### src/rtl/ffs_defines.svh
// Constants of the flyback fault supervisor: clock, timing and thresholds.
`ifndef FFS_DEFINES_SVH
`define FFS_DEFINES_SVH

// ***********************************************************************
// Clock and times
// ***********************************************************************
`define FFS_CLK_HZ 40000000
`define FFS_CLK_MHZ 40
`define FFS_OPP_MS 160
`define FFS_REC_MS 1500
`define FFS_PROBE_US 10
`define FFS_CSF_LONG_NS 2000
`define FFS_CSF_SHORT_NS 1000
// Cycle counts; the kHz split keeps the products inside 32 bits.
`define FFS_OPP_CYC ((`FFS_CLK_HZ / 1000) * `FFS_OPP_MS)
`define FFS_REC_CYC ((`FFS_CLK_HZ / 1000) * `FFS_REC_MS)
`define FFS_PROBE_CYC (`FFS_PROBE_US * `FFS_CLK_MHZ)
`define FFS_CSF_LONG_CYC ((`FFS_CSF_LONG_NS * `FFS_CLK_MHZ) / 1000)
`define FFS_CSF_SHORT_CYC ((`FFS_CSF_SHORT_NS * `FFS_CLK_MHZ) / 1000)

// ***********************************************************************
// Pulse counts and levels
// ***********************************************************************
`define FFS_OTP_PULSES 3'd3
`define FFS_FLT_PULSES 3'd3
`define FFS_CLAMP_CODE 8'h50
`define FFS_CLAMP_RST 8'h00

`endif

### src/rtl/ffs_pkg.sv
// Types shared by the flyback fault supervisor modules.
`default_nettype none
package ffs_pkg;
    typedef enum logic [2:0] {
        FFS_OFF,
        FFS_PROBE,
        FFS_RUN,
        FFS_LOCKOUT,
        FFS_RECOVER
    } ffs_state_t;
    typedef logic [2:0] ffs_cnt_t;
endpackage : ffs_pkg
`default_nettype wire

### src/rtl/ffs_tmr_if.sv
// Control and status bundle between the supervisor and one long timer.
`default_nettype none
interface ffs_tmr_if #(parameter int W = 26);
    logic run;
    logic [W-1:0] limit;
    logic done;
    modport ctrl (output run, output limit, input done);
    modport tmr (input run, input limit, output done);
endinterface : ffs_tmr_if
`default_nettype wire

### src/rtl/ffs_timer.sv
// Long interval timer: counts while run is high, clears when it drops.
`default_nettype none
module ffs_timer #(
    parameter int W = 26
) (
    input wire logic core_clk_in,
    input wire logic rst_n_in,
    ffs_tmr_if.tmr tmr
);
    logic [W-1:0] cnt_q;
    logic done_q;
    wire at_end = (cnt_q == tmr.limit - W'(1));

    assign tmr.done = done_q;

    // Any break in run restarts the interval from zero.
    always_ff @(posedge core_clk_in) begin
        if (!rst_n_in || !tmr.run) begin
            cnt_q <= '0;
            done_q <= 1'b0;
        end else if (at_end) begin
            done_q <= 1'b1; // Holds until run drops.
        end else begin
            cnt_q <= cnt_q + W'(1);
        end
    end
endmodule : ffs_timer
`default_nettype wire

### src/rtl/ffs_supervisor.sv
// Fault supervision and restart sequencing of a flyback controller.
//
// What this block does
// Thermistor low for more than three gate pulses latches over-temperature.
// Latched over-temperature raises the reference; clears at a pulse end with pin high.
// With thermistor grounded, keep lockout cycling with three test pulses.
// Peak current over the over-power threshold starts a 160 ms timer.
// Unbroken 160 ms over-power stops switching and starts 1.5 s recovery.
// Commanded current-sense level is capped at 0.8 V always.
// At supply turn-off, high current or low aux sense starts recovery.
// Three windowed over-current pulses stop switching, drop run, recover.
// Recovery has no gate pulses; restart at turn-off after timeout.
// Junction over-temperature forces lockout, repeated while still set.
// First gate pulse on-time over its limit starts recovery.
// Three pulses at over-current level mean open sense pin: recover.
// Gate regulator pin low 10 us after turn-on forces lockout.
// Gate regulator over-voltage on three pulses forces lockout.
// Programming pin open or short at turn-on forces immediate lockout.
// Pulse counters clear on a clean pulse and at every restart.
// Long timers count the clock and clear at lockout.
`include "ffs_defines.svh"
`default_nettype none
module ffs_supervisor #(
    parameter int OPP_CYCLES = `FFS_OPP_CYC,
    parameter int REC_CYCLES = `FFS_REC_CYC,
    parameter int TW = 26
) (
    input wire logic core_clk_in,
    input wire logic rst_n_in,
    input wire logic vdd_on_in,
    input wire logic vdd_off_in,
    input wire logic low_side_gate_pulse_in,
    input wire logic thermistor_pin_low_in,
    input wire logic cs_above_opp_in,
    input wire logic cs_at_ocp_in,
    input wire logic cs_ocp_window_in,
    input wire logic aux_winding_sense_pin_low_in,
    input wire logic junction_hot_in,
    input wire logic hv_gate_regulator_pin_low_in,
    input wire logic hv_gate_regulator_pin_ov_in,
    input wire logic [3:0] prog_pin_fault_in,
    input wire logic switch_type_sel_in,
    input wire logic magnetizing_time_program_pin_high_in,
    input wire logic [7:0] cs_demand_in,
    output logic switching_enable_out,
    output logic run_out,
    output logic thermistor_hi_ref_out,
    output logic [7:0] peak_current_clamp_out,
    output logic over_power_fault_out,
    output logic over_current_fault_out,
    output logic output_short_fault_out,
    output logic recovery_active_out,
    output logic lockout_active_out
);
    // *******************************************************************
    // Helpers
    // *******************************************************************
    // Consecutive-pulse count: saturating step, or zero on a clean pulse.
    function automatic ffs_pkg::ffs_cnt_t cnt_step(
        input ffs_pkg::ffs_cnt_t cnt, input logic cond);
        if (!cond) begin
            return '0;
        end
        return (cnt == 3'd7) ? cnt : cnt + 3'd1;
    endfunction : cnt_step

    ffs_pkg::ffs_state_t state_q, state_d;
    ffs_pkg::ffs_cnt_t otp_cnt_q, ocp_cnt_q, open_cnt_q, hvov_cnt_q;
    ffs_pkg::ffs_cnt_t otp_cnt_d, ocp_cnt_d, open_cnt_d, hvov_cnt_d;
    logic gate_prev_q, first_pulse_q, otp_q;
    logic [8:0] probe_cnt_q;
    logic [6:0] ontime_cnt_q;
    logic sw_en_q, run_q, opp_flt_q, ocp_flt_q, scp_flt_q, rec_q, lock_q;
    logic [7:0] clamp_q;

    ffs_tmr_if #(.W(TW)) opp_tmr ();
    ffs_tmr_if #(.W(TW)) rec_tmr ();

    // *******************************************************************
    // Event decode
    // *******************************************************************
    // Gate pulse ends on the falling edge; counters act only then.
    wire in_run = (state_q == ffs_pkg::FFS_RUN);
    wire in_probe = (state_q == ffs_pkg::FFS_PROBE);
    wire pulse_end = in_run && gate_prev_q && !low_side_gate_pulse_in;
    wire probe_done = (probe_cnt_q == 9'(`FFS_PROBE_CYC - 1));
    wire csf_long = switch_type_sel_in
        || magnetizing_time_program_pin_high_in;
    wire [6:0] csf_limit = csf_long ? 7'(`FFS_CSF_LONG_CYC)
        : 7'(`FFS_CSF_SHORT_CYC);

    // Next counts; the trips below read them so the third pulse acts.
    assign otp_cnt_d = cnt_step(otp_cnt_q, thermistor_pin_low_in);
    assign ocp_cnt_d = cnt_step(ocp_cnt_q, cs_ocp_window_in);
    assign open_cnt_d = cnt_step(open_cnt_q, cs_at_ocp_in);
    assign hvov_cnt_d = cnt_step(hvov_cnt_q, hv_gate_regulator_pin_ov_in);

    wire otp_trip = pulse_end && !otp_q
        && (otp_cnt_d > `FFS_OTP_PULSES);
    // While latched, stay stopped after three test pulses still low.
    wire otp_hold = pulse_end && otp_q
        && (otp_cnt_d >= `FFS_OTP_PULSES);
    wire otp_clear = pulse_end && otp_q && !thermistor_pin_low_in;
    wire ocp_trip = pulse_end && (ocp_cnt_d == `FFS_FLT_PULSES);
    wire open_trip = pulse_end
        && (open_cnt_d == `FFS_FLT_PULSES);
    wire hvov_trip = pulse_end
        && (hvov_cnt_d == `FFS_FLT_PULSES);
    wire short_trip = in_run && first_pulse_q && low_side_gate_pulse_in
        && (ontime_cnt_q >= csf_limit);
    wire scp_trip = in_run && vdd_off_in
        && (cs_above_opp_in || aux_winding_sense_pin_low_in);
    wire opp_trip = in_run && opp_tmr.done;

    wire to_recover = ocp_trip || open_trip || short_trip
        || scp_trip || opp_trip;
    wire to_lockout = otp_trip || otp_hold || hvov_trip
        || (in_run && (junction_hot_in || vdd_off_in));

    // Long timers: over-power runs only while the level is unbroken.
    assign opp_tmr.run = in_run && cs_above_opp_in;
    assign opp_tmr.limit = TW'(OPP_CYCLES);
    assign rec_tmr.run = (state_q == ffs_pkg::FFS_RECOVER);
    assign rec_tmr.limit = TW'(REC_CYCLES);

    ffs_timer #(.W(TW)) u_opp_timer (
        .core_clk_in(core_clk_in),
        .rst_n_in(rst_n_in),
        .tmr(opp_tmr)
    );
    ffs_timer #(.W(TW)) u_rec_timer (
        .core_clk_in(core_clk_in),
        .rst_n_in(rst_n_in),
        .tmr(rec_tmr)
    );

    // *******************************************************************
    // Sequencer
    // *******************************************************************
    // Recovery outranks a plain lockout when both strike together.
    always_comb begin
        state_d = state_q;
        case (state_q)
            ffs_pkg::FFS_OFF: begin
                if (vdd_on_in) begin
                    state_d = ffs_pkg::FFS_PROBE;
                end
            end
            ffs_pkg::FFS_PROBE: begin
                if (|prog_pin_fault_in || junction_hot_in) begin
                    state_d = ffs_pkg::FFS_LOCKOUT;
                end else if (probe_done) begin
                    state_d = hv_gate_regulator_pin_low_in
                        ? ffs_pkg::FFS_LOCKOUT
                        : ffs_pkg::FFS_RUN;
                end
            end
            ffs_pkg::FFS_RUN: begin
                if (to_recover) begin
                    state_d = ffs_pkg::FFS_RECOVER;
                end else if (to_lockout) begin
                    state_d = ffs_pkg::FFS_LOCKOUT;
                end
            end
            ffs_pkg::FFS_LOCKOUT: begin
                if (vdd_off_in) begin
                    state_d = ffs_pkg::FFS_OFF;
                end
            end
            ffs_pkg::FFS_RECOVER: begin
                if (vdd_off_in && rec_tmr.done) begin
                    state_d = ffs_pkg::FFS_OFF;
                end
            end
            default: begin
                state_d = ffs_pkg::FFS_OFF;
            end
        endcase
    end

    always_ff @(posedge core_clk_in) begin
        if (!rst_n_in) begin
            state_q <= ffs_pkg::FFS_OFF;
            gate_prev_q <= 1'b0;
        end else begin
            state_q <= state_d;
            gate_prev_q <= low_side_gate_pulse_in;
        end
    end

    // Counters restart whenever the converter leaves the run state.
    always_ff @(posedge core_clk_in) begin
        if (!rst_n_in || !in_run) begin
            otp_cnt_q <= '0;
            ocp_cnt_q <= '0;
            open_cnt_q <= '0;
            hvov_cnt_q <= '0;
        end else if (pulse_end) begin
            otp_cnt_q <= otp_cnt_d;
            ocp_cnt_q <= ocp_cnt_d;
            open_cnt_q <= open_cnt_d;
            hvov_cnt_q <= hvov_cnt_d;
        end
    end

    // Probe delay after turn-on and first-pulse on-time measurement.
    always_ff @(posedge core_clk_in) begin
        if (!rst_n_in || !in_probe) begin
            probe_cnt_q <= '0;
        end else if (!probe_done) begin
            probe_cnt_q <= probe_cnt_q + 9'd1;
        end
    end

    always_ff @(posedge core_clk_in) begin
        if (!rst_n_in || !in_run) begin
            first_pulse_q <= 1'b1;
            ontime_cnt_q <= '0;
        end else if (pulse_end) begin
            first_pulse_q <= 1'b0; // Later pulses are not timed.
        end else if (first_pulse_q && low_side_gate_pulse_in) begin
            ontime_cnt_q <= ontime_cnt_q + 7'd1;
        end
    end

    // The latch survives lockout cycles; only a cool pin releases it.
    always_ff @(posedge core_clk_in) begin
        if (!rst_n_in) begin
            otp_q <= 1'b0;
        end else if (otp_trip) begin
            otp_q <= 1'b1;
        end else if (otp_clear) begin
            otp_q <= 1'b0;
        end
    end

    // *******************************************************************
    // Outputs
    // *******************************************************************
    // Fault flags are set in run and cleared at the next turn-on only.
    always_ff @(posedge core_clk_in) begin
        if (!rst_n_in) begin
            sw_en_q <= 1'b0;
            run_q <= 1'b0;
            rec_q <= 1'b0;
            lock_q <= 1'b0;
            opp_flt_q <= 1'b0;
            ocp_flt_q <= 1'b0;
            scp_flt_q <= 1'b0;
            clamp_q <= `FFS_CLAMP_RST;
        end else begin
            sw_en_q <= (state_d == ffs_pkg::FFS_RUN);
            run_q <= (state_d == ffs_pkg::FFS_RUN) && !otp_q;
            rec_q <= (state_d == ffs_pkg::FFS_RECOVER);
            lock_q <= (state_d == ffs_pkg::FFS_LOCKOUT);
            opp_flt_q <= opp_trip || (opp_flt_q && !vdd_on_in);
            ocp_flt_q <= ocp_trip || (ocp_flt_q && !vdd_on_in);
            scp_flt_q <= scp_trip || (scp_flt_q && !vdd_on_in);
            clamp_q <= (cs_demand_in > `FFS_CLAMP_CODE)
                ? `FFS_CLAMP_CODE : cs_demand_in;
        end
    end

    assign switching_enable_out = sw_en_q;
    assign run_out = run_q;
    assign thermistor_hi_ref_out = otp_q;
    assign peak_current_clamp_out = clamp_q;
    assign over_power_fault_out = opp_flt_q;
    assign over_current_fault_out = ocp_flt_q;
    assign output_short_fault_out = scp_flt_q;
    assign recovery_active_out = rec_q;
    assign lockout_active_out = lock_q;
endmodule : ffs_supervisor
`default_nettype wire

### config.mk
export PLATFORM = sky130hd
export DESIGN_NAME = ffs_supervisor
export DESIGN_NICKNAME = d
export VERILOG_FILES = /design/src/rtl/ffs_pkg.sv /design/src/rtl/ffs_tmr_if.sv /design/src/rtl/ffs_timer.sv /design/src/rtl/ffs_supervisor.sv
export VERILOG_INCLUDE_DIRS = /design/src /design/src/rtl
export SDC_FILE = /design/constraint.sdc
export NUM_CORES = 1
export LEC_CHECK = 0
export ABC_AREA = 1
export BUFFER_PORTS_ARGS = -buffer_cell sky130_fd_sc_hd__buf_4
export CAP_MARGIN = 20
export CORE_AREA = 2 2 150 152
export DETAILED_ROUTE_END_ITERATION = 8
export DIE_AREA = 0 0 152 154
export MAX_ROUTING_LAYER = met4
export PLACE_DENSITY = 0.57
export REMOVE_ABC_BUFFERS = 1
export SYNTH_ARGS = -nofsm -noshare
export SYNTH_HDL_FRONTEND = slang
export SYNTH_HIERARCHICAL = 1
export SYNTH_SLANG_ARGS = --single-unit
### constraint.sdc
create_clock -name core_clk_in -period 2.38 [get_ports core_clk_in]
set_clock_uncertainty 0.2 [all_clocks]
set_input_delay 0.476 -clock core_clk_in [delete_from_list [all_inputs] [get_ports core_clk_in]]
set_output_delay 0.476 -clock core_clk_in [all_outputs]
set_load 0.02 [all_outputs]
### Word-level counts from Yosys, hierarchy flattened

Cells that the tools add are included.
Widths: inputs -> output; s select.

* register bits: 103
* word-level logic and storage cells: 131
* input port bits: 27

* reduce and logical (&&, ||, !) cells: 56
* $lt $le $gt $ge: 4
* mux-type cells: 21
* bitwise logic cells: 2
* $add $sub $neg: 8
* equal/unequal tests: 17

Operators with widths (count)
* $add 26x1->26 const B: 2
* $mux 3: 15
* $eq 26x23->1 const B: 1
* $eq 26x26->1 const B: 1
* $logic_and 1x1->1: 24
* $eq 3x2->1 const B: 7
* $eq 3x3->1 const B: 6
* $logic_or 1x1->1: 18
* $pmux 3 s5: 1
* $mux 7: 2
* $add 3x1->3 const B: 4
* $add 9x1->9 const B: 1
* $eq 9x9->1 const B: 1
* $logic_not 1->1: 9
* $gt 8x7->1 const B: 1
* $add 7x1->7 const B: 1
* $ge 7x7->1: 1
* $reduce_or 4->1: 1
* $eq 3x1->1 const B: 1
* $ge 3x2->1 const B: 1
* $gt 3x2->1 const B: 1
* $logic_not 3->1: 1
* $mux 1: 3
* $not 1->1: 2
* other kinds (3): 3

### Logic depth before layout (Yosys ltp)

Gate-level depths: netlist of run 1.

* depth in word-level cells: 13
* depth in mapped cells: 19
* gate-level depth less buffers: 18

### Cells and area by module

The synthesis of run 1 kept the hierarchy.

By module, submodules not included
* ffs_timer: sequential area each 540.5 um^2, area an instance 3071.7 um^2, times used 2, cells each 543
* ffs_supervisor: sequential area each 980.9 um^2, area an instance 2427.3 um^2, times used 1, cells each 336

### Least setup slack after synthesis of run 1

Ideal clock, no wire load.

* path kind: in2reg
* start point: in magnetizing_time_program_pin_high_in
* end point: reg run_q, in the netlist run_out
* buffers on the path: 0
* cell stages on the path: 14
* arrival time: 1.722 ns
* required time: 2.107 ns
* slack: 0.385 ns
* cell sequence: nor2_1 inv_1 ha_1 nand2_1 inv_1 nand2_1 nand3_1 nand2_1 nand2_1 nor2_2 nand2_1 nand2_1 nand2_2 nor3_2

* cells in the longest elaborated chain, start to end: 11

Ends and longest elaborated chain
* start: declaration: line ffs_supervisor.sv:43 `input wire logic magnetizing_time_program_pin_high_in,`
* $logic_or 1x1->1: line ffs_supervisor.sv:88 `|| magnetizing_time_program_pin_high_in;`
* $mux 7: line ffs_supervisor.sv:89 `` wire [6:0] csf_limit = csf_long ? 7'(`FFS_CSF_LONG_CYC) ``
* $ge 7x7->1: line ffs_supervisor.sv:110 `&& (ontime_cnt_q >= csf_limit);`
* $logic_and 1x1->1: line ffs_supervisor.sv:110
* $logic_or 1x1->1: line ffs_supervisor.sv:115 `wire to_recover = ocp_trip || open_trip || short_trip`
* $logic_or 1x1->1 (2 in a row): line ffs_supervisor.sv:116 `|| scp_trip || opp_trip;`
* $mux 3: line ffs_supervisor.sv:159 `if (to_recover) begin`
* $pmux 3 s5: line ffs_supervisor.sv:143 `case (state_q)`
* $eq 3x2->1: line ffs_supervisor.sv:253 `run_q <= (state_d == ffs_pkg::FFS_RUN) && !otp_q;`
* $logic_and 1x1->1: line ffs_supervisor.sv:253
* end signal: assignment: line ffs_supervisor.sv:253
* end: declaration: line ffs_supervisor.sv:73 `logic sw_en_q, run_q, opp_flt_q, ocp_flt_q, scp_flt_q, rec_q, lock_q;`

No other way between the ends.
A chain may end at the register's enable or synchronous reset.

### Final worst setup path of run 1

* start point: reg u_opp_timer.cnt_q[1]
* end point: reg u_opp_timer.cnt_q[24]

* cells in the longest elaborated chain, start to end: 1
* elaborated cells on any way between the ends: 2
* classes of those cells: add/sub: 1; eq/ne: 1

Ends and longest elaborated chain
* start: declaration: line ffs_timer.sv:10 `logic [W-1:0] cnt_q;`
* start signal: assignment: line ffs_timer.sv:24 `cnt_q <= cnt_q + W'(1);`
* $add 26x1->26 / $eq 26x23->1 (equally long branches): line ffs_timer.sv:24, ffs_timer.sv:12

Several ways; a longest one is shown, not always the timed one.

==> run_results.csv, run 1 <==
group,metric,value,unit
drt,drtAntennaViolNets,0,
place,gp_congestion,0.945,
sta,max_freq,455,MHz
clock_tree,cts_made_buffers,9,
global_routing,antenna_found_initial,0,
clock_tree,cts_tree,"yes",
place,place_hpwl,18400,um
sta,hold_viol,0,
floorplanning,die_area,23400,sq um
floorplanning,start_util,39.5,%
sta,holdWs,119,ps
clock_tree,cts_root_buf,"clkbuf_16",
drt,viasPerCell,4.57,
global_routing,track_usage,20.0,%
sta,fin_crit,2200,ps
global_routing,grt_overflow,0,
sta,setup_viol,0,
floorplanning,fp.dieH,154,um
sta,drv_slew,0,
floorplanning,core.rowCount,54,
cells_and_area,antenna_cells,0,
yosys,yosysTopAreaCell,"dfxtp_1",
floorplanning,io_pins,43,
cells_and_area,syn2layout_area_growth,19.5,%
clock_tree,htree_num_levels,3,
sta,rsz0062_at_grt,"no",
yosys,ys_seq_area_share,24.1,%
sta,finalSetupTns,0,ps
critical_path,required,2470,ps
min_path,timing.hold.worst.class,"primary input to register",
critical_path,crit_chain,"ha_1 -> nand2_1 -> nor2_1 -> inv_1 -> nor2_1 -> inv_1 -> nor2_2 -> nand4_1 -> xor2_1 -> nand2_1 -> a21oi_1",
global_routing,grt_pass1_wl,38000,um
drt,wire_per_inst,11.6,um
drt,drc_errors,0,
critical_path,critPathLaunchType,"register",
pwr,vdd_ir_drop_max,0.000395,V
critical_path,cpMaxStageDelayCell,"dfxtp_1",
floorplanning,dieWidth,152,um
critical_path,critPathKind,"register to register",
critical_path,max_stage_delay,420,ps
job,cap_viol_max_count,0,
critical_path,crit_fanout,4,
clock_tree,hold_buffers,0,
pwr,p_leak,4.63,nW
floorplanning,core-area,21700,sq um
critical_path,crit_family,"simple AND/OR/NAND/NOR gates",
cells_and_area,layout.nets,1689,
critical_path,crit_path_end_kind,"register",
clock_tree,clk_pin_slew_worst_paths,80,ps
global_routing,grt_pass1_vias,8008,
drt,vias,8835,
clock_tree,cts_buffer_depth,2,
yosys,yosysWarnings,6,
sta,period_share,92.3,%
run_status,status,"finished, final reports clean",
place,port_buffers,42,
drt,wirelength,22500,um
yosys,postSynthAreaPerCell,6.03,sq um
yosys,synthTopCellsByArea,"dfxtp_1, nand2_1, nor2_1",
yosys,ys_ff_latch,103,
critical_path,worst-endpoint-arrival,2280,ps
drt,first_pass_iters,7,
drt,drt_iter0_drc,499,
yosys,syn_inst,1422,
global_routing,grt_max_degree,22,
cells_and_area,layout-drive-gt1-share,10.5,%
yosys,yosys.cell_types.count,39,
pwr,power_density,394,nW/um^2
clock_tree,clock-sinks,103,
clock_tree,insertion_delay,350,ps
yosys,synth_top_area_share,24.1,%
yosys,syn_area,8570,sq um
critical_path,cp_num_buf_inv,2,
## flip-flops by register name (all words and copies together) (netlist names), 7 cells and up
| register | cells |
|---|---|
| u_opp_timer/cnt_q | 26 |
| u_rec_timer/cnt_q | 26 |
| probe_cnt_q | 9 |
| peak_current_clamp_out | 8 |
| ontime_cnt_q | 7 |
## timing repair
item | 4_1_cts | 5_1_grt
setup endpoints to repair | 0 | 12
resized for setup | 0 | 6
buffers inserted | 0 | 0
## metrics by stage
| stage | utilization [%] | instance area [sq um] | total power, mW | cells | setup WS (ps) |
|---|---|---|---|---|---|
| finish | 47.2 | 10200 | 4.03 | 1932 | 184 |
| global route | 47.2 | 10200 | 4.26 | 1932 | 2.78 |
| CTS | 47.1 | 10200 | 4.07 | 1932 | 55.0 |
| detailed placement | 45.6 | 9890 | 2.41 | 1916 | 43.6 |
| global placement | 45.6 | 9890 | 2.41 | 1916 | 68.7 |
| floorplan | - | 8980 | 2.26 | 1561 | 385 |
## layer usage
metal	GRT usage, %	part of all wire [%]
met4	5.34	2.2
met3	2.37	2.8
met5	-	0
met1	24.9	47
met2	34.5	48
## cell type report
class	count	area, sq um
Multi-Input combinational cell	1266	6210
Clock buffer	9	225
Fill cell	2381	11400
Timing Repair Buffer	75	563
Tap cell	280	350
Inverter	192	721
Sequential cell	103	2060
Clock inverter	7	105
## worst reg2reg max path, delay by kind of cell, from the launching register on
kind                     cells  cell delay (ps)
AND/OR/NAND/NOR              6              780
AO/OA/AOI/OAI                1              110
adder cells (fa/ha/maj)      1              280
XOR/XNOR                     1              170
flip-flops                   1              420
buffers and inverters        2              190
## report_power, final
group          total [mW]  switching, mW  internal (mW)
Sequential           1.77         0.0209           1.75
Clock                1.64          0.707          0.937
Combinational       0.614          0.396          0.218
Total                4.03           1.12           2.91
## logic make-up after synthesis
logic type      synth area share (%)
fa+ha+maj                       2.19
other cells                   0.0876
compound gates                  6.74
buf+inv                         11.1
simple gates                    48.4
flops                           24.1
xor+xnor                        7.37
## cell usage in the layout (no fill, tap or decap), types with 2 or more instances in the layout
master,instances
nor4_1,13
clkbuf_16,9
xnor3_1,2
nand2_1,400
xor2_1,36
dfxtp_1,101
o21ai_1,2
nand3b_1,12
nand4_1,74
nor2_4,13
nor3b_1,3
conb_1,173
dfxtp_2,2
a21oi_2,3
xnor2_1,31
nand2_2,20
or2_2,3
nor3_2,2
nor3_1,26
o21ai_0,19
inv_2,6
ha_1,14
bufinv_16,2
a21oi_1,83
nor2_1,197
nor2_8,3
clkinv_1,3
inv_1,183
nand3_1,102
clkinv_4,2
buf_4,75
nand2_4,3
nand3_4,2
nor2_2,17
nand3_2,7
## final timing paths
kind                                startpoint                              endpoint  slack [ps]  cells after the start
min                            cs_demand_in[5]  peak_current_clamp_out[5]$_SDFF_PP0_         120                      3
max reg2reg  u_opp_timer/cnt_q[1]$_SDFFE_PP0P_    u_opp_timer/cnt_q[24]$_SDFFE_PP0P_         180                     11
min reg2reg         first_pulse_q$_SDFFE_PP1P_            first_pulse_q$_SDFFE_PP1P_         260                      2
max          u_opp_timer/cnt_q[1]$_SDFFE_PP0P_    u_opp_timer/cnt_q[24]$_SDFFE_PP0P_         180                     11
## Yosys cell counts
master and count:
nor2_2 15, inv_1 183, xnor3_1 2, nand3_2 7, clkinv_1 3, nor3_1 27
nand3_4 2, a211oi_1 1, a21oi_2 3, a21oi_1 83, clkbuf_2 3, buf_2 9
nand3_1 102, nor4_1 13, o21ai_0 19, inv_2 6, dfxtp_1 103, xnor2_1 31
nand2_4 3, nor2_8 3, ha_1 15, nor3b_1 3, a21boi_0 1, clkbuf_1 7
nor3_2 1, or2_2 3, nand4_1 74, nor2_4 13, xor2_1 36, or3_1 1
conb_1 2, nand3b_1 12, nand2_2 20, o21ai_1 2, o21ai_2 1, o21a_1 1
nand2_1 400, buf_6 13, nor2_1 199
No activity file was read; power rests on OpenSTA's default activity.
==> run 2: changes to the inputs <==
MAX_ROUTING_LAYER = default   (was met4)
SKIP_CTS_REPAIR_TIMING = 1   (was default)
==> run_results.csv, run 2 (synthesis gave the netlist of run 1 again) <==
group,metric,value,unit
run_status,status,"finished, final reports clean",
critical_path,required,2430,ps
drt,wirelength,22200,um
drt,vias,8798,
clock_tree,cts_made_buffers,9,
critical_path,cp_num_buf_inv,2,
drt,drc_errors,0,
floorplanning,start_util,39.5,%
drt,viasPerCell,4.56,
cells_and_area,instances_no_fill,1928,
floorplanning,core-area,21700,sq um
global_routing,grt_pass1_wl,37400,um
pwr,power_density,377,nW/um^2
drt,first_pass_iters,5,
critical_path,reg2reg_slack,260,ps
clock_tree,cts_buffer_depth,2,
cells_and_area,largestRegisters,"u_opp_timer/cnt_q x26, u_rec_timer/cnt_q x26, probe_cnt_q x9",
critical_path,worstReg2RegEnd,"u_rec_timer/cnt_q[4]$_SDFFE_PP0P_",
sta,rsz0062_at_grt,"no",
clock_tree,clk_pin_slew_worst_paths,70,ps
clock_tree,insertion_delay,350,ps
critical_path,critPathLaunchType,"register",
place,place_hpwl,18100,um
cells_and_area,layout-drive-gt1-share,10.3,%
pwr,vdd_ir_drop_max,0.000356,V
drt,drtAntennaViolNets,0,
drt,drt_iter0_drc,473,
sta,hold_viol,0,
pwr,p_leak,4.58,nW
floorplanning,die_area,23400,sq um
pwr,p_int,2.72,mW
min_path,hold_start,"cs_demand_in[5]",
cells_and_area,design_area,10200,sq um
sta,setup_viol,0,
sta,max_freq,471,MHz
clock_tree,clock-sinks,103,
place,placedCellCount,1912,
clock_tree,cts_tree,"yes",
pwr,p_sw,1.11,mW
place,gp_congestion,0.938,
floorplanning,io_pins,43,
critical_path,worst-endpoint-arrival,2170,ps
sta,fin_crit,2120,ps
clock_tree,htree_num_levels,3,
sta,drv_slew,0,
floorplanning,core.rowCount,54,
place,port_buffers,42,
cells_and_area,layout_common_cells,"nand2_1, nor2_1, inv_1",
sta,period_share,89.3,%
clock_tree,cts_root_buf,"clkbuf_16",
sta,finalSetupTns,0,ps
place,placement.cell_area,9860,sq um
cells_and_area,antenna_cells,0,
critical_path,r2r-start,"u_rec_timer/cnt_q[2]$_SDFFE_PP0P_",
min_path,min_to,"peak_current_clamp_out[5]$_SDFF_PP0_",
critical_path,crit_chain,"inv_1 -> nand3_1 -> nand3_1 -> nor2_1 -> nand2_1 -> nor2_1 -> nand2_1 -> nor2_1 -> nand2_1 -> nor2_1 -> nand2_1 -> buf_4 -> a21oi_1 -> nor2_1",
cells_and_area,syn2layout_area_growth,18.5,%
global_routing,grt_overflow,0,
floorplanning,dieWidth,152,um
floorplanning,fp.dieH,154,um
cells_and_area,fillers,2329,
cells_and_area,register_area,2060,sq um
critical_path,max_stage_delay,400,ps
critical_path,critPathKind,"register to register",
pwr,clockPowerShare,37.7,%
pwr,power_frac_seq,46.4,%
cells_and_area,layout.nets,1685,
min_path,timing.hold.worst.class,"primary input to register",
global_routing,track_usage,19.1,%
global_routing,grt_max_degree,22,
min_path,min_path_cells,3,
global_routing,grt_pass1_vias,7916,
critical_path,crit_family,"simple AND/OR/NAND/NOR gates",
cells_and_area,multi_input_area,6210,sq um
critical_path,cpMaxStageDelayCell,"dfxtp_1",
pwr,swShare,28.9,%
global_routing,antenna_found_initial,0,
job,cap_viol_max_count,0,
critical_path,crit_path_end_kind,"register",
cells_and_area,layout_commonest_cell,"nand2_1",
drt,wire_per_inst,11.5,um
critical_path,worstRegToRegCells,14,
critical_path,critPathMostFrequentCell,"nor2_1",
critical_path,crit_fanout,21,
pwr,pwr-share-comb,15.9,%
## run 2: final cells by class
| class | instances | area share [%] |
|---|---|---|
| Multi-Input combinational cell | 1266 | 61.1 |
| Tap cell | 280 | 3.45 |
| Clock buffer | 11 | 2.39 |
| Sequential cell | 103 | 20.3 |
| Clock inverter | 5 | 0.406 |
| Inverter | 192 | 7.09 |
| Timing Repair Buffer | 71 | 5.25 |
## run 2: worst register-to-register path, delay by kind of cell, from the launching register on
| kind | cells | cell delay, ps |
|---|---|---|
| buf+inv | 2 | 320 |
| simple gates | 11 | 950 |
| compound gates | 1 | 170 |
| flops | 1 | 400 |
## run 2: how the worst max path moves through the flow
| stage | endpoint | start | slack (ps) | cells after the start |
|---|---|---|---|---|
| detailed placement | run_out$_SDFF_PN0_ | magnetizing_time_program_pin_high_in | 60 | 15 |
| floorplan | run_out$_SDFF_PN0_ | magnetizing_time_program_pin_high_in | 390 | 14 |
| finish | u_rec_timer/cnt_q[4]$_SDFFE_PP0P_ | u_rec_timer/cnt_q[2]$_SDFFE_PP0P_ | 260 | 14 |
| global route | u_rec_timer/cnt_q[24]$_SDFFE_PP0P_ | u_rec_timer/cnt_q[1]$_SDFFE_PP0P_ | 10 | 11 |
| global placement | run_out$_SDFF_PN0_ | magnetizing_time_program_pin_high_in | 90 | 15 |
| CTS | u_rec_timer/cnt_q[24]$_SDFFE_PP0P_ | u_rec_timer/cnt_q[0]$_SDFFE_PP0P_ | 150 | 11 |
## run 2: through the flow
| stage | worst slack, ps | total power, mW | hold WS [ps] | util [%] |
|---|---|---|---|---|
| 5_1_grt | 10.5 | 4.04 | 124 | 46.8 |
| 6_report | 256 | 3.83 | 123 | 46.8 |
| 3_5_place_dp | 60.5 | 2.41 | 247 | 45.5 |
| 2_1_floorplan | 385 | 2.26 | 227 | - |
| 4_1_cts | 154 | 3.86 | 110 | 46.8 |
| 3_3_place_gp | 90.8 | 2.41 | 242 | 45.5 |
## run 2: power groups by stage
stage	clock network, mW	registers (mW)	logic, mW
after detailed placement	0	1.81	0.592
after global routing	1.55	1.78	0.707
final	1.44	1.77	0.610
after CTS	1.49	1.77	0.593
after floorplan	0	1.83	0.429
after global placement	0	1.81	0.591
## run 2: layer usage
metal | up-vias | GRT usage (%) | part of all wire (%)
li1 | 4814 | - | -
met1 | 3824 | 24.4 | 47
met2 | 126 | 33.8 | 48
met3 | 34 | 2.31 | 2.4
met4 | 0 | 5.83 | 2.4
met5 | - | 0 | 0
==> run 3: changes to the inputs <==
clock period = 2.1 ns   (was 2.38 ns; I/O delays follow)
==> run_results.csv, run 3 (synthesis gave the netlist of run 1 again) <==
group,metric,value,unit
clock_tree,htree_num_levels,3,
clock_tree,cts_made_buffers,9,
critical_path,worstRegToRegCells,14,
run_status,status,"finished, final reports clean",
place,place_hpwl,18400,um
critical_path,worst-endpoint-arrival,2110,ps
critical_path,critPathMostFrequentCell,"nand2_1",
global_routing,antenna_found_initial,0,
pwr,p_leak,4.95,nW
cells_and_area,antenna_cells,0,
place,gp_congestion,0.861,
drt,drc_errors,0,
cells_and_area,design_area,11000,sq um
cells_and_area,layout-drive-gt1-share,17.3,%
drt,wire_per_inst,12.1,um
drt,wirelength,23800,um
critical_path,startpoint,"u_rec_timer/cnt_q[3]$_SDFFE_PP0P_",
cells_and_area,fillers,2302,
floorplanning,core-area,21700,sq um
cells_and_area,final_util,50.7,%
sta,hold_viol,0,
place,placement.cell_area,10100,sq um
cells_and_area,layout.nets,1725,
critical_path,crit_chain,"nand2_1 -> nand2_1 -> nor2_1 -> nor2_1 -> nand2_1 -> nor2_2 -> nand2_1 -> nor2_1 -> nand2_1 -> nor2_2 -> nand2_4 -> buf_12 -> a21oi_1 -> nor2_1",
sta,max_freq,485,MHz
clock_tree,clock-sinks,103,
drt,drt_iter0_drc,562,
clock_tree,cts_tree,"yes",
place,port_buffers,42,
cells_and_area,largestRegisters,"u_opp_timer/cnt_q x26, u_rec_timer/cnt_q x26, probe_cnt_q x9",
cells_and_area,layout_commonest_cell,"nand2_1",
drt,first_pass_iters,5,
critical_path,cpMaxStageDelayCell,"dfxtp_1",
global_routing,grt_overflow,0,
global_routing,track_usage,19.7,%
critical_path,critPathLaunchType,"register",
min_path,timing.hold.worst.class,"primary input to register",
clock_tree,clk_pin_slew_worst_paths,80,ps
critical_path,r2r-start,"u_rec_timer/cnt_q[3]$_SDFFE_PP0P_",
sta,drv_slew,0,
min_path,min_path_cells,3,
critical_path,crit_fanout,6,
cells_and_area,layout_common_cells,"nand2_1, nor2_1, inv_1",
pwr,power_density,410,nW/um^2
sta,period_share,98.1,%
clock_tree,cts_buffer_depth,2,
job,cap_viol_max_count,0,
clock_tree,cts_root_buf,"clkbuf_16",
critical_path,critPathKind,"register to register",
pwr,vdd_ir_drop_max,0.000425,V
drt,vias,9112,
critical_path,worstReg2RegEnd,"u_rec_timer/cnt_q[3]$_SDFFE_PP0P_",
floorplanning,start_util,39.5,%
critical_path,required,2150,ps
floorplanning,io_pins,43,
sta,setup_viol,0,
floorplanning,fp.dieH,154,um
sta,finalSetupTns,0,ps
global_routing,grt_max_degree,22,
critical_path,reg2reg_slack,40,ps
global_routing,grt_pass1_vias,8143,
critical_path,endpoint,"u_rec_timer/cnt_q[3]$_SDFFE_PP0P_",
drt,drtAntennaViolNets,0,
drt,viasPerCell,4.63,
clock_tree,insertion_delay,350,ps
sta,rsz0062_at_grt,"yes",
critical_path,crit_path_end_kind,"register",
floorplanning,die_area,23400,sq um
critical_path,max_stage_delay,390,ps
floorplanning,dieWidth,152,um
global_routing,grt_pass1_wl,38600,um
sta,fin_crit,2060,ps
cells_and_area,syn2layout_area_growth,28.3,%
floorplanning,core.rowCount,54,
[run 3: changes by cell type in the layout (fill, tap and decap cells not counted), sizes merged]
cell	change
buf	+34
clkinvlp	-1
clkbuf	+3
clkinv	+1
bufinv	+1
nand3	+2
[run 3: worst min-delay path by stage]
| stage | from | end | slack, ps |
|---|---|---|---|
| after CTS | cs_demand_in[5] | peak_current_clamp_out[5]$_SDFF_PP0_ | 40 |
| final | cs_demand_in[5] | peak_current_clamp_out[5]$_SDFF_PP0_ | 60 |
| after floorplan | first_pulse_q$_SDFFE_PP1P_ | first_pulse_q$_SDFFE_PP1P_ | 230 |
| after global placement | first_pulse_q$_SDFFE_PP1P_ | first_pulse_q$_SDFFE_PP1P_ | 240 |
| after detailed placement | first_pulse_q$_SDFFE_PP1P_ | first_pulse_q$_SDFFE_PP1P_ | 240 |
| after global routing | low_side_gate_pulse_in | gate_prev_q$_SDFF_PN0_ | 60 |
[run 3: critical path: cells and delay by family, from the launching register on]
family,cells,cell delay [ps]
AOI/OAI and AO/OA,1,130
DFF,1,390
and+or+nand+nor,12,1040
buffers and inverters,1,170
[run 3: area by class of cell]
class / count / area (sq um) / area share, %
Tap cell: 280 / 350 / 3.19
Inverter: 192 / 721 / 6.55
Clock buffer: 10 / 239 / 2.17
Clock inverter: 6 / 77.6 / 0.705
Multi-Input combinational cell: 1268 / 6560 / 59.6
Sequential cell: 103 / 2100 / 19.1
Timing Repair Buffer: 109 / 948 / 8.62
[run 3: through the flow]
step                      std cells  hold WS [ps]  power, mW  worst slack (ps)
after floorplan                1561           227       2.56               157
after global placement         1940           240       2.73              -126
after detailed placement       1940           240       2.73              -172
after CTS                      1956          42.8       4.54             -47.5
after global routing           1968          60.2       4.76              -174
final                          1968          60.7       4.50              39.4
[run 3: report_power, final]
part,switching [mW],leakage [nW],internal (mW)
Clock,0.801,0.153,0.979
Sequential,0.0230,0.843,1.98
Combinational,0.467,3.96,0.257
Total,1.29,4.95,3.21
[run 3: layer usage]
metal	up-vias	global-route usage, %	part of all wire, %	routed length, um
met3	34	2.73	3.1	732
met4	0	4.72	2.4	578
met2	174	35.5	49	11700
li1	4902	-	-	-
met1	4002	25.0	45	10800
met5	-	0	0	0
